### src/logic/bus_trace_defines.svh
// constants for the bus trace and bus monitor block
// Operation
// - show strobe low when address/code/size/rw/select/status valid, high when data valid
// - show strobe pulses low then high exactly once per bus cycle
// - show strobe enabled after reset; master mode may turn pin into digital io
// - transfer code driven by default in emulation mode, else when pin-assign selects
// - user codes: 000 data, 001 reserved, 010 instruction, 011 change of flow
// - supervisor codes: 100 data, 101 vector, 110 instruction, 111 change of flow
// - load-relative-word is instruction; taken flow changes and table fetches use flow codes
// - core status on four pins by default in emulation, else when status enable set
// - non-launch status: stalled 0000/0001/0101, exception 0010, low power 0100, debug 0110
// - launch status: 1000..1101 and 1111 per instruction class, 1110 reserved
// - count clocks awaiting termination; bus error when count reaches limit
// - four limits 8, 16, 32, 64 clocks chosen by two-bit select
// - counter cleared and restarted at every access; expiry terminates the cycle
// - scope bit chooses internal only or internal and external accesses
// - monitor may be disabled while the core is in debug mode
// - split 32-bit access to 16-bit port timed as two separate cycles
// - no interrupt request; timeout only reported as bus error termination
// - show cycle keeps output enable and byte enables negated; data on clock after end
// - emulation select 10 ports, 11 other registers, 01 other internal, 00 external
// - timeout asserts internal error acknowledge, which beats normal acknowledge
`ifndef BUS_TRACE_DEFINES_SVH
`define BUS_TRACE_DEFINES_SVH
`define BT_TMO_LIM0 7'h08
`define BT_TMO_LIM1 7'h10
`define BT_TMO_LIM2 7'h20
`define BT_TMO_LIM3 7'h40
`define BT_CSE_PORTS 2'h2
`define BT_CSE_REGS 2'h3
`define BT_CSE_INT 2'h1
`define BT_CSE_EXT 2'h0
`define BT_ADDR_PORT_LO 32'h00c0_0000
`define BT_ADDR_PORT_HI 32'h00c0_ffff
`define BT_ADDR_REG_LO 32'h00c1_0000
`define BT_ADDR_REG_HI 32'h00ff_ffff
`define BT_ADDR_EXT_LO 32'h8000_0000
`define BT_PST_DEBUG 4'h6
`endif

### src/logic/bus_trace_pkg.sv
// types for the bus trace and bus monitor block
package bus_trace_pkg;
    typedef enum logic [1:0] {
        ACC_DATA = 2'b00,
        ACC_VECTOR = 2'b01,
        ACC_INSTR = 2'b10,
        ACC_FLOW = 2'b11
    } access_kind_t;
    typedef enum logic [1:0] {
        ST_IDLE = 2'b00,
        ST_ADDR = 2'b01,
        ST_WAIT = 2'b10,
        ST_DATA = 2'b11
    } strobe_state_t;
endpackage

### src/logic/bus_cycle_if.sv
// internal bus cycle signals shared by the trace and monitor
`timescale 1ns/1ps
interface bus_cycle_if;
    logic start;
    logic term;
    logic external;
    logic tmo;
    modport src (output start, output term, output external, input tmo);
    modport mon (input start, input term, input external, output tmo);
endinterface

### src/logic/bus_timeout_monitor.sv
// bus timeout monitor
`timescale 1ns/1ps
`include "bus_trace_defines.svh"
module bus_timeout_monitor (
    // clock and reset
    input wire logic mclk_in,
    input wire logic sys_rst_in,
    input wire logic ce_in,
    // config
    input wire logic [1:0] tmo_sel_in,
    input wire logic ext_en_in,
    input wire logic dbg_dis_in,
    input wire logic in_debug_in,
    // cycle
    bus_cycle_if.mon cyc
);
    logic [6:0] cnt_ff;
    logic busy_ff;
    logic tmo_ff;
    logic [6:0] limit;
    logic watch;

    // ===========================================
    // limit select
    always_comb begin
        case (tmo_sel_in)
            2'b00: limit = `BT_TMO_LIM0;
            2'b01: limit = `BT_TMO_LIM1;
            2'b10: limit = `BT_TMO_LIM2;
            default: limit = `BT_TMO_LIM3;
        endcase
    end
    assign watch = (ext_en_in || !cyc.external) && !(dbg_dis_in && in_debug_in);
    assign cyc.tmo = tmo_ff;

    // ===========================================
    // counter
    always_ff @(posedge mclk_in) begin
        if (sys_rst_in) begin
            cnt_ff <= 7'h00;
            busy_ff <= 1'b0;
            tmo_ff <= 1'b0;
        end else if (ce_in) begin
            tmo_ff <= 1'b0;
            if (cyc.start) begin
                cnt_ff <= 7'h00;
                busy_ff <= 1'b1;
            end else if (cyc.term || tmo_ff) begin
                busy_ff <= 1'b0;
            end else if (busy_ff && watch) begin
                cnt_ff <= cnt_ff + 7'h01;
                if (cnt_ff + 7'h01 >= limit) begin
                    tmo_ff <= 1'b1;
                    busy_ff <= 1'b0;
                end
            end
        end
    end
endmodule

### src/logic/bus_trace.sv
// show strobe, trace pins and bus monitor top
//
// Added by the designer: the address map and the plain strobed port.
`timescale 1ns/1ps
`include "bus_trace_defines.svh"
module bus_trace (
    // clock and reset
    input wire logic mclk_in,
    input wire logic sys_rst_in,
    input wire logic ce_in,
    // mode and configuration
    input wire logic emul_mode_in,
    input wire logic show_strobe_gpio_in,
    input wire logic show_cycle_enable_in,
    input wire logic [2:0] trace_pin_assign_in,
    input wire logic status_output_enable_in,
    input wire logic [1:0] monitor_timeout_select_in,
    input wire logic monitor_external_enable_in,
    input wire logic monitor_debug_disable_in,
    // internal bus
    input wire logic cyc_start_in,
    input wire logic [31:0] addr_in,
    input wire logic rw_in,
    input wire logic [1:0] size_in,
    input wire logic supervisor_in,
    input wire bus_trace_pkg::access_kind_t kind_in,
    input wire logic xfer_ack_in,
    input wire logic ext_err_in,
    input wire logic [31:0] rdata_in,
    input wire logic [3:0] core_status_in,
    // trace pins
    output logic show_strobe_out,
    output logic show_strobe_oe_out,
    output logic [31:0] addr_out,
    output logic rw_out,
    output logic [1:0] transfer_size_out,
    output logic [2:0] transfer_code_out,
    output logic transfer_code_oe_out,
    output logic [1:0] emulation_chip_select_out,
    output logic [3:0] core_status_code_out,
    output logic core_status_oe_out,
    output logic [31:0] data_out,
    output logic data_oe_out,
    output logic oe_n_out,
    output logic [3:0] byte_enable_pins_n_out,
    // termination
    output logic xfer_done_out,
    output logic xfer_err_ack_out
);
    import bus_trace_pkg::*;

    strobe_state_t state_ff;
    logic ext_ff;
    logic [31:0] addr_ff;
    logic [31:0] data_ff;
    bus_cycle_if cyc ();

    logic is_ext;
    assign is_ext = addr_in >= `BT_ADDR_EXT_LO;
    assign cyc.start = cyc_start_in;
    assign cyc.external = ext_ff;
    assign cyc.term = xfer_ack_in || ext_err_in;

    bus_timeout_monitor u_mon (
        .mclk_in(mclk_in),
        .sys_rst_in(sys_rst_in),
        .ce_in(ce_in),
        .tmo_sel_in(monitor_timeout_select_in),
        .ext_en_in(monitor_external_enable_in),
        .dbg_dis_in(monitor_debug_disable_in),
        .in_debug_in(core_status_in == `BT_PST_DEBUG),
        .cyc(cyc)
    );

    // ===========================================
    // strobe sequence
    always_ff @(posedge mclk_in) begin
        if (sys_rst_in) begin
            state_ff <= ST_IDLE;
            show_strobe_out <= 1'b1;
            ext_ff <= 1'b0;
        end else if (ce_in) begin
            case (state_ff)
                ST_IDLE: begin
                    if (cyc_start_in) begin
                        state_ff <= ST_ADDR;
                        show_strobe_out <= 1'b0;
                        ext_ff <= is_ext;
                    end
                end
                ST_ADDR, ST_WAIT: begin
                    if (cyc.term || cyc.tmo) begin
                        state_ff <= ST_DATA;
                        show_strobe_out <= 1'b1;
                    end else begin
                        state_ff <= ST_WAIT;
                    end
                end
                default: begin
                    state_ff <= ST_IDLE;
                end
            endcase
        end
    end

    // ===========================================
    // address phase pins
    always_ff @(posedge mclk_in) begin
        if (sys_rst_in) begin
            addr_ff <= 32'h0000_0000;
            addr_out <= 32'h0000_0000;
            rw_out <= 1'b1;
            transfer_size_out <= 2'h0;
            transfer_code_out <= 3'h0;
            emulation_chip_select_out <= `BT_CSE_REGS;
        end else if (ce_in && cyc_start_in && state_ff == ST_IDLE) begin
            addr_ff <= addr_in;
            addr_out <= addr_in;
            rw_out <= rw_in;
            transfer_size_out <= size_in;
            transfer_code_out <= {supervisor_in, kind_in};
            if (addr_in >= `BT_ADDR_PORT_LO && addr_in <= `BT_ADDR_PORT_HI) begin
                emulation_chip_select_out <= `BT_CSE_PORTS;
            end else if (addr_in >= `BT_ADDR_REG_LO && addr_in <= `BT_ADDR_REG_HI) begin
                emulation_chip_select_out <= `BT_CSE_REGS;
            end else if (is_ext) begin
                emulation_chip_select_out <= `BT_CSE_EXT;
            end else begin
                emulation_chip_select_out <= `BT_CSE_INT;
            end
        end
    end

    // ===========================================
    // enables and status
    always_ff @(posedge mclk_in) begin
        if (sys_rst_in) begin
            show_strobe_oe_out <= 1'b1;
            transfer_code_oe_out <= 1'b0;
            core_status_oe_out <= 1'b0;
            core_status_code_out <= 4'h0;
            oe_n_out <= 1'b1;
            byte_enable_pins_n_out <= 4'hf;
        end else if (ce_in) begin
            show_strobe_oe_out <= emul_mode_in || !show_strobe_gpio_in;
            transfer_code_oe_out <= emul_mode_in || (trace_pin_assign_in == 3'h7);
            core_status_oe_out <= emul_mode_in || status_output_enable_in;
            core_status_code_out <= core_status_in;
            oe_n_out <= !(state_ff != ST_IDLE && ext_ff && rw_out);
            byte_enable_pins_n_out <= (state_ff != ST_IDLE && ext_ff) ? 4'h0 : 4'hf;
        end
    end

    // ===========================================
    // data and termination
    always_ff @(posedge mclk_in) begin
        if (sys_rst_in) begin
            data_out <= 32'h0000_0000;
            data_oe_out <= 1'b0;
            data_ff <= 32'h0000_0000;
            xfer_done_out <= 1'b0;
            xfer_err_ack_out <= 1'b0;
        end else if (ce_in) begin
            xfer_done_out <= 1'b0;
            xfer_err_ack_out <= 1'b0;
            data_oe_out <= 1'b0;
            if ((state_ff == ST_ADDR || state_ff == ST_WAIT) && (cyc.term || cyc.tmo)) begin
                data_ff <= rdata_in;
                data_out <= rdata_in;
                data_oe_out <= !ext_ff && (show_cycle_enable_in || emul_mode_in);
                xfer_err_ack_out <= cyc.tmo || ext_err_in;
                xfer_done_out <= xfer_ack_in && !cyc.tmo && !ext_err_in;
            end
        end
    end
endmodule

### config.mk
export PLATFORM = sky130hd
export DESIGN_NAME = bus_trace
export DESIGN_NICKNAME = d
export VERILOG_FILES = /design/src/logic/bus_trace_pkg.sv /design/src/logic/bus_cycle_if.sv /design/src/logic/bus_timeout_monitor.sv /design/src/logic/bus_trace.sv
export VERILOG_INCLUDE_DIRS = /design/src /design/src/logic
export SDC_FILE = /design/constraint.sdc
export NUM_CORES = 1
export LEC_CHECK = 0
export BUFFER_PORTS_ARGS = -buffer_cell sky130_fd_sc_hd__buf_2
export CORE_MARGIN = 2
export CORE_UTILIZATION = 50
export DETAILED_ROUTE_END_ITERATION = 8
export GPL_TIMING_DRIVEN = 0
export HOLD_SLACK_MARGIN = 0.15
export MAX_ROUTING_LAYER = met4
export PLACE_DENSITY = 0.92
export RECOVER_POWER = 50
export SETUP_SLACK_MARGIN = 0.05
export SLEW_MARGIN = 20
export SYNTH_ARGS = -nofsm -noshare
export SYNTH_HDL_FRONTEND = slang
export SYNTH_SLANG_ARGS = --single-unit
export TNS_END_PERCENT = 50
### constraint.sdc
create_clock -name mclk_in -period 6.2 [get_ports mclk_in]
set_clock_uncertainty 0.05 [all_clocks]
set_input_delay 1.24 -clock mclk_in [delete_from_list [all_inputs] [get_ports mclk_in]]
set_output_delay 1.24 -clock mclk_in [all_outputs]
set_load 0.01 [all_outputs]
=== Word-level counts from Yosys, hierarchy flattened ===
Index checks and enable logic that the tools add are counted.

* $add $sub $neg: 1
* Magnitude comparators: 6
* Equality and inequality tests: 9
* Muxes and demuxes: 25
* Reductions and logical operators: 42

{| class="wikitable"
|+ Operator list
! cell !! count
|-
| $ge 32x24->1 const B || 2
|-
| $le 32x24->1 const B || 2
|-
| $ge 32x32->1 const B || 1
|-
| $mux 7 || 3
|-
| $pmux 7 s3 || 1
|-
| $mux 1 || 15
|-
| $logic_and 1x1->1 || 13
|-
| $logic_or 1x1->1 || 9
|-
| $reduce_and 3->1 || 3
|-
| $add 7x1->7 const B || 1
|-
| $ge 7x7->1 || 1
|-
| $logic_not 1->1 || 6
|-
| $mux 2 || 3
|-
| $ne 2x2->1 const B || 3
|-
| $reduce_bool 2->1 || 3
|-
| $reduce_bool 3->1 || 2
|-
| $eq 2x1->1 const B || 2
|-
| $eq 2x2->1 const B || 2
|-
| $eq 4x3->1 const B || 1
|-
| $logic_not 2->1 || 2
|-
| $mux 4 || 1
|-
| $pmux 2 s2 || 1
|-
| $reduce_and 2->1 || 2
|-
| $reduce_and 4->1 || 1
|-
| other kinds (3) || 3
|}

* Flip-flop bits (word level): 100
* Output and inout port bits: 88
* Word-level logic and storage cells: 104

=== Logic depth before layout (Yosys ltp) ===
* Depth after elaboration: 8
* Mapped depth: 8
* Depth with buffers taken out: 8

=== Hierarchy ===
From an unflattened synthesis, not the netlist that was laid out.

* Cells, all modules: 472
* Area, all modules: 3,960.0 um2

{| class="wikitable"
|+ Modules (own cells, without submodules)
! module !! times used !! cells each !! area an instance (um2) !! sequential area each (um2)
|-
| bus_trace || 1 || 397 || 3,300.7 || 1,761.7
|-
| bus_timeout_monitor || 1 || 75 || 659.4 || 180.2
|}

=== Least setup slack after synthesis ===
Ideal clock, no wire load.

* Path type: input to register
* Start: input port monitor_timeout_select_in[1]
* End: register u_mon.busy_ff
* Library setup time: 0.101 ns
* Data arrival time: 2.430 ns
* Path slack: 3.619 ns
* Cell stages on the path: 6
* Path buffers: 0
* Cells stage by stage: nand2b_1 -> ha_1 -> and4_1 -> o311ai_0 -> a21boi_1 -> o41ai_1

* Cells in the longest elaborated chain, start to end: 5
* Elaborated cells on any way between the ends: 7
* Classes of those cells: order compare: 1; eq/ne: 2; mux: 1; reduce/logical: 3

{| class="wikitable"
|+ Ends and longest elaborated chain
! item !! line !! RTL
|-
| start: declaration || bus_trace.sv:17 || <nowiki>input wire logic [1:0] monitor_timeout_select_in,</nowiki>
|-
| $eq 2x2->1, or another cell as far along || bus_timeout_monitor.sv:26 || <nowiki>case (tmo_sel_in)</nowiki>
|-
| $pmux 7 s3 * || bus_timeout_monitor.sv:26 ||
|-
| $ge 7x7->1 * || bus_timeout_monitor.sv:52 || <nowiki>if (cnt_ff + 7'h01 >= limit) begin</nowiki>
|-
| $reduce_bool 3->1 (no source line) * || -- ||
|-
| $reduce_and 3->1 (no source line) * || -- ||
|-
| end signal: assignment || bus_timeout_monitor.sv:41 || <nowiki>busy_ff <= 1'b0;</nowiki>
|-
| end signal: assignment || bus_timeout_monitor.sv:49 || <nowiki>busy_ff <= 1'b0;</nowiki>
|-
| end signal: assignment || bus_timeout_monitor.sv:54 || <nowiki>busy_ff <= 1'b0;</nowiki>
|-
| end: declaration || bus_timeout_monitor.sv:18 || <nowiki>logic busy_ff;</nowiki>
|}

Every way passes the cells marked *; elsewhere a longest branch is shown, timed or not.
A chain may end at the register's enable or synchronous reset.

=== Final worst setup path ===
Ends and elaborated chain as after synthesis.

==> run metrics <==
status finished clean; Final Hold Vio Count 0; Synth Area in Compound Gates 0.174; Placed Cells incl. Taps 753; die width 92.0 µm; port buffer count 178; sequential fraction of the synthesis area 0.501; vias in the first global route 3814; relative slew slack 0.579; via count 3988; nature of the critical path startpoint input pin; Syn Inst Count 473; Req. time, crit path 6.38 ns; CTS root buffer clkbuf_8; Hold WS 0.409 ns; Final period util 0.443; vias per std cell 5.19; most used flip-flop cell after synthesis dfxtp_1; DR iter-0 viols 156; Top Usage Layer GRT met2; first-pass GRT wire length 17.6 mm; Clock Latency Late Sink 0.36 ns; Detailed Routing Iterations Pass 1 4; PnR Total Power 1.29 mW; CTS clock-pin slew for the worst setup and hold paths 0.09 ns; HPWL Detailed 8.32 mm; core area 7610 µm²; max cap viols 0; average size of a mapped cell 8.19 µm²; Distinct cells, synth 50; total track usage 0.266; Final TNS setup 0 ns; final setup vio count 0; wire per inst 14.2 µm; Post-synth EDFFs 0; clock buffer depth 2; Lkg Pwr 1.95 nW; ANT cells 0; largest family of logic cells by synthesized area simple AND/OR/NAND/NOR gates; Post-Synth Adder-Cell Area 0.0226; Synth Cell Area 3870 µm²; largest net degree at the start of global routing 16; CTS tree yes; Setup CP Type in2reg; met3 Usage GRT 0.0600; die area 8470 µm²; post-synthesis mux area share 0.0129; Crit Path Max Fanout 4; post-synthesis net count 571; share of cells above drive strength 1 0.199; pwr dens 257 nW/µm²; Max Slew Vio Count 0; Cell Rows 32; f_max 364 MHz; Residual DRC 0; xor and xnor area share after synthesis 0.00452; post-CTS setup buffer count 0; clock period minus worst slack 2.75 ns; Total Nets Final 760; gpl congestion 0.887; ys async rst share 0; fin cells 769; crit path DAT 2.92 ns; H-tree Lvls 3; io pins 179; clock tree sinks 97; Tightest Pin Transition 0.631 ns; YS warnings 0; Starting Density 0.509; Total Wirelength 10.9 mm; initial antenna violation count 0; Post-Synth Simple-Gate Area 0.234; die height 92.0 µm; post-route ant nets 0; Hold WC Path Type reg2reg; Hold Buf Count CTS 0; post-CTS resize count 0; Worst VDD drop 0.183 mV; RSZ-0062 raised after global routing false; CTS buffer count 9; #FFs+latches synth 97; met1 Usage GRT 0.309; total gr overflow 0; Layout area overhead 29.2%; CP Capture Type flop; met2 Track Usage GR 0.441
-- sequential cells by signal (all words and copies together) (netlist names) --
signal,cells
addr_out,32
data_out,32
u_mon.cnt_ff,7
core_status_code_out,4
transfer_code_out,3
emulation_chip_select_out,2
state_ff,2
transfer_size_out,2
byte_enable_pins_n_out,1
core_status_oe_out,1
cyc.external,1
data_oe_out,1
oe_n_out,1
rw_out,1
show_strobe_oe_out,1
show_strobe_out,1
transfer_code_oe_out,1
u_mon.busy_ff,1
u_mon.cyc.tmo,1
xfer_done_out,1
xfer_err_ack_out,1
-- cell type report --
type,instances,area [µm²]
Inverter,6,22.5
Fill cell,703,2600
Timing Repair Buffer,178,790
Tap cell,102,128
Multi-Input combinational cell,337,1740
Sequential cell,97,1940
Buffer,33,173
Clock buffer,13,169
Clock inverter,3,46.3
-- cells by family (layout without fill, tap and decap cells) --
logic type               Yosys count  after routing
multiplexers                       5              5
AO/OA/AOI/OAI                    117            117
AND/OR/NAND/NOR                  206            206
buffers and inverters             39            233
XOR/XNOR                           2              2
flip-flops                        97             97
adder cells (fa/ha/maj)            7              7
-- cells in the mapped netlist, drive strengths merged, types with 2 or more instances --
library cell,n,area [µm²]
nor2,15,56.3
o21a,2,15.0
o31ai,2,15.0
nor3,5,25.0
nor3b,4,41.3
nor4b,2,17.5
clkbuf,15,56.3
ha,7,87.6
nor2b,3,18.8
nand3b,2,15.0
nand2b,9,56.3
nand4b,2,17.5
a21o,2,15.0
inv,6,22.5
a21oi,84,424
mux2i,5,50.1
buf,18,119
or3,2,12.5
o211ai,9,67.6
o21ai,6,30.0
or2,3,18.8
nand2,146,548
a211oi,3,27.5
dfxtp,97,1940
nand3,8,45.0
-- path summary, 6_finish.rpt --
| check | from | endpoint | slack [ns] | cells after the start |
|---|---|---|---|---|
| setup reg to reg | u_mon.cnt_ff[0]$_SDFFE_PP0P_ | u_mon.busy_ff$_SDFFE_PP0P_ | 3.54 | 8 |
| hold / removal | data_out[10]$_SDFFE_PP0P_ | data_out[10]$_SDFFE_PP0P_ | 0.41 | 2 |
| setup / recovery | monitor_timeout_select_in[1] | u_mon.busy_ff$_SDFFE_PP0P_ | 3.45 | 7 |
| hold reg to reg | data_out[10]$_SDFFE_PP0P_ | data_out[10]$_SDFFE_PP0P_ | 0.41 | 2 |
-- layer usage --
layer  up-vias  part of all wire  wire length, µm
met1      1843              0.41             4460
met4         0             0.021              233
met2       155              0.51             5530
met3        24             0.063              689
met5         -                 0                0
li1       1966                 -                -
-- critical path, cell delays in order --
cell	delay, ns
buf_2	0.12
nand2b_1	0.15
ha_1	0.28
and4_1	0.20
o311ai_0	0.37
a21boi_1	0.19
o41ai_1	0.38
-- per-stage QoR --
| stage | area [µm²] | worst slack [ns] | utilization |
|---|---|---|---|
| after floorplan | 3870 | 3.62 | - |
| after CTS | 5110 | 3.44 | 0.672 |
| after global placement | 4890 | 3.38 | 0.643 |
| final | 5000 | 3.45 | 0.658 |
| after detailed placement | 4890 | 3.21 | 0.643 |
| after global routing | 5000 | 3.39 | 0.658 |
-- report_power, final --
| part | leakage [nW] | internal, mW | switching [mW] |
|---|---|---|---|
| sequential | 0.790 | 0.653 | 0.0171 |
| combinational | 1.05 | 0.0703 | 0.108 |
| clock | 0.106 | 0.222 | 0.215 |
-- cell usage in the layout, fill, tap and decap left out, types with 4 or more instances in the layout --
cell type,instances
buf_2,103
inv_1,6
nand3_1,7
dfxtp_1,97
mux2i_1,5
ha_1,7
a21oi_1,83
nand2b_1,9
clkbuf_8,12
nor3_1,5
clkbuf_1,101
nand2_1,146
nor2_1,15
buf_6,4
o211ai_1,9
(Power assumes the default switching activity.)
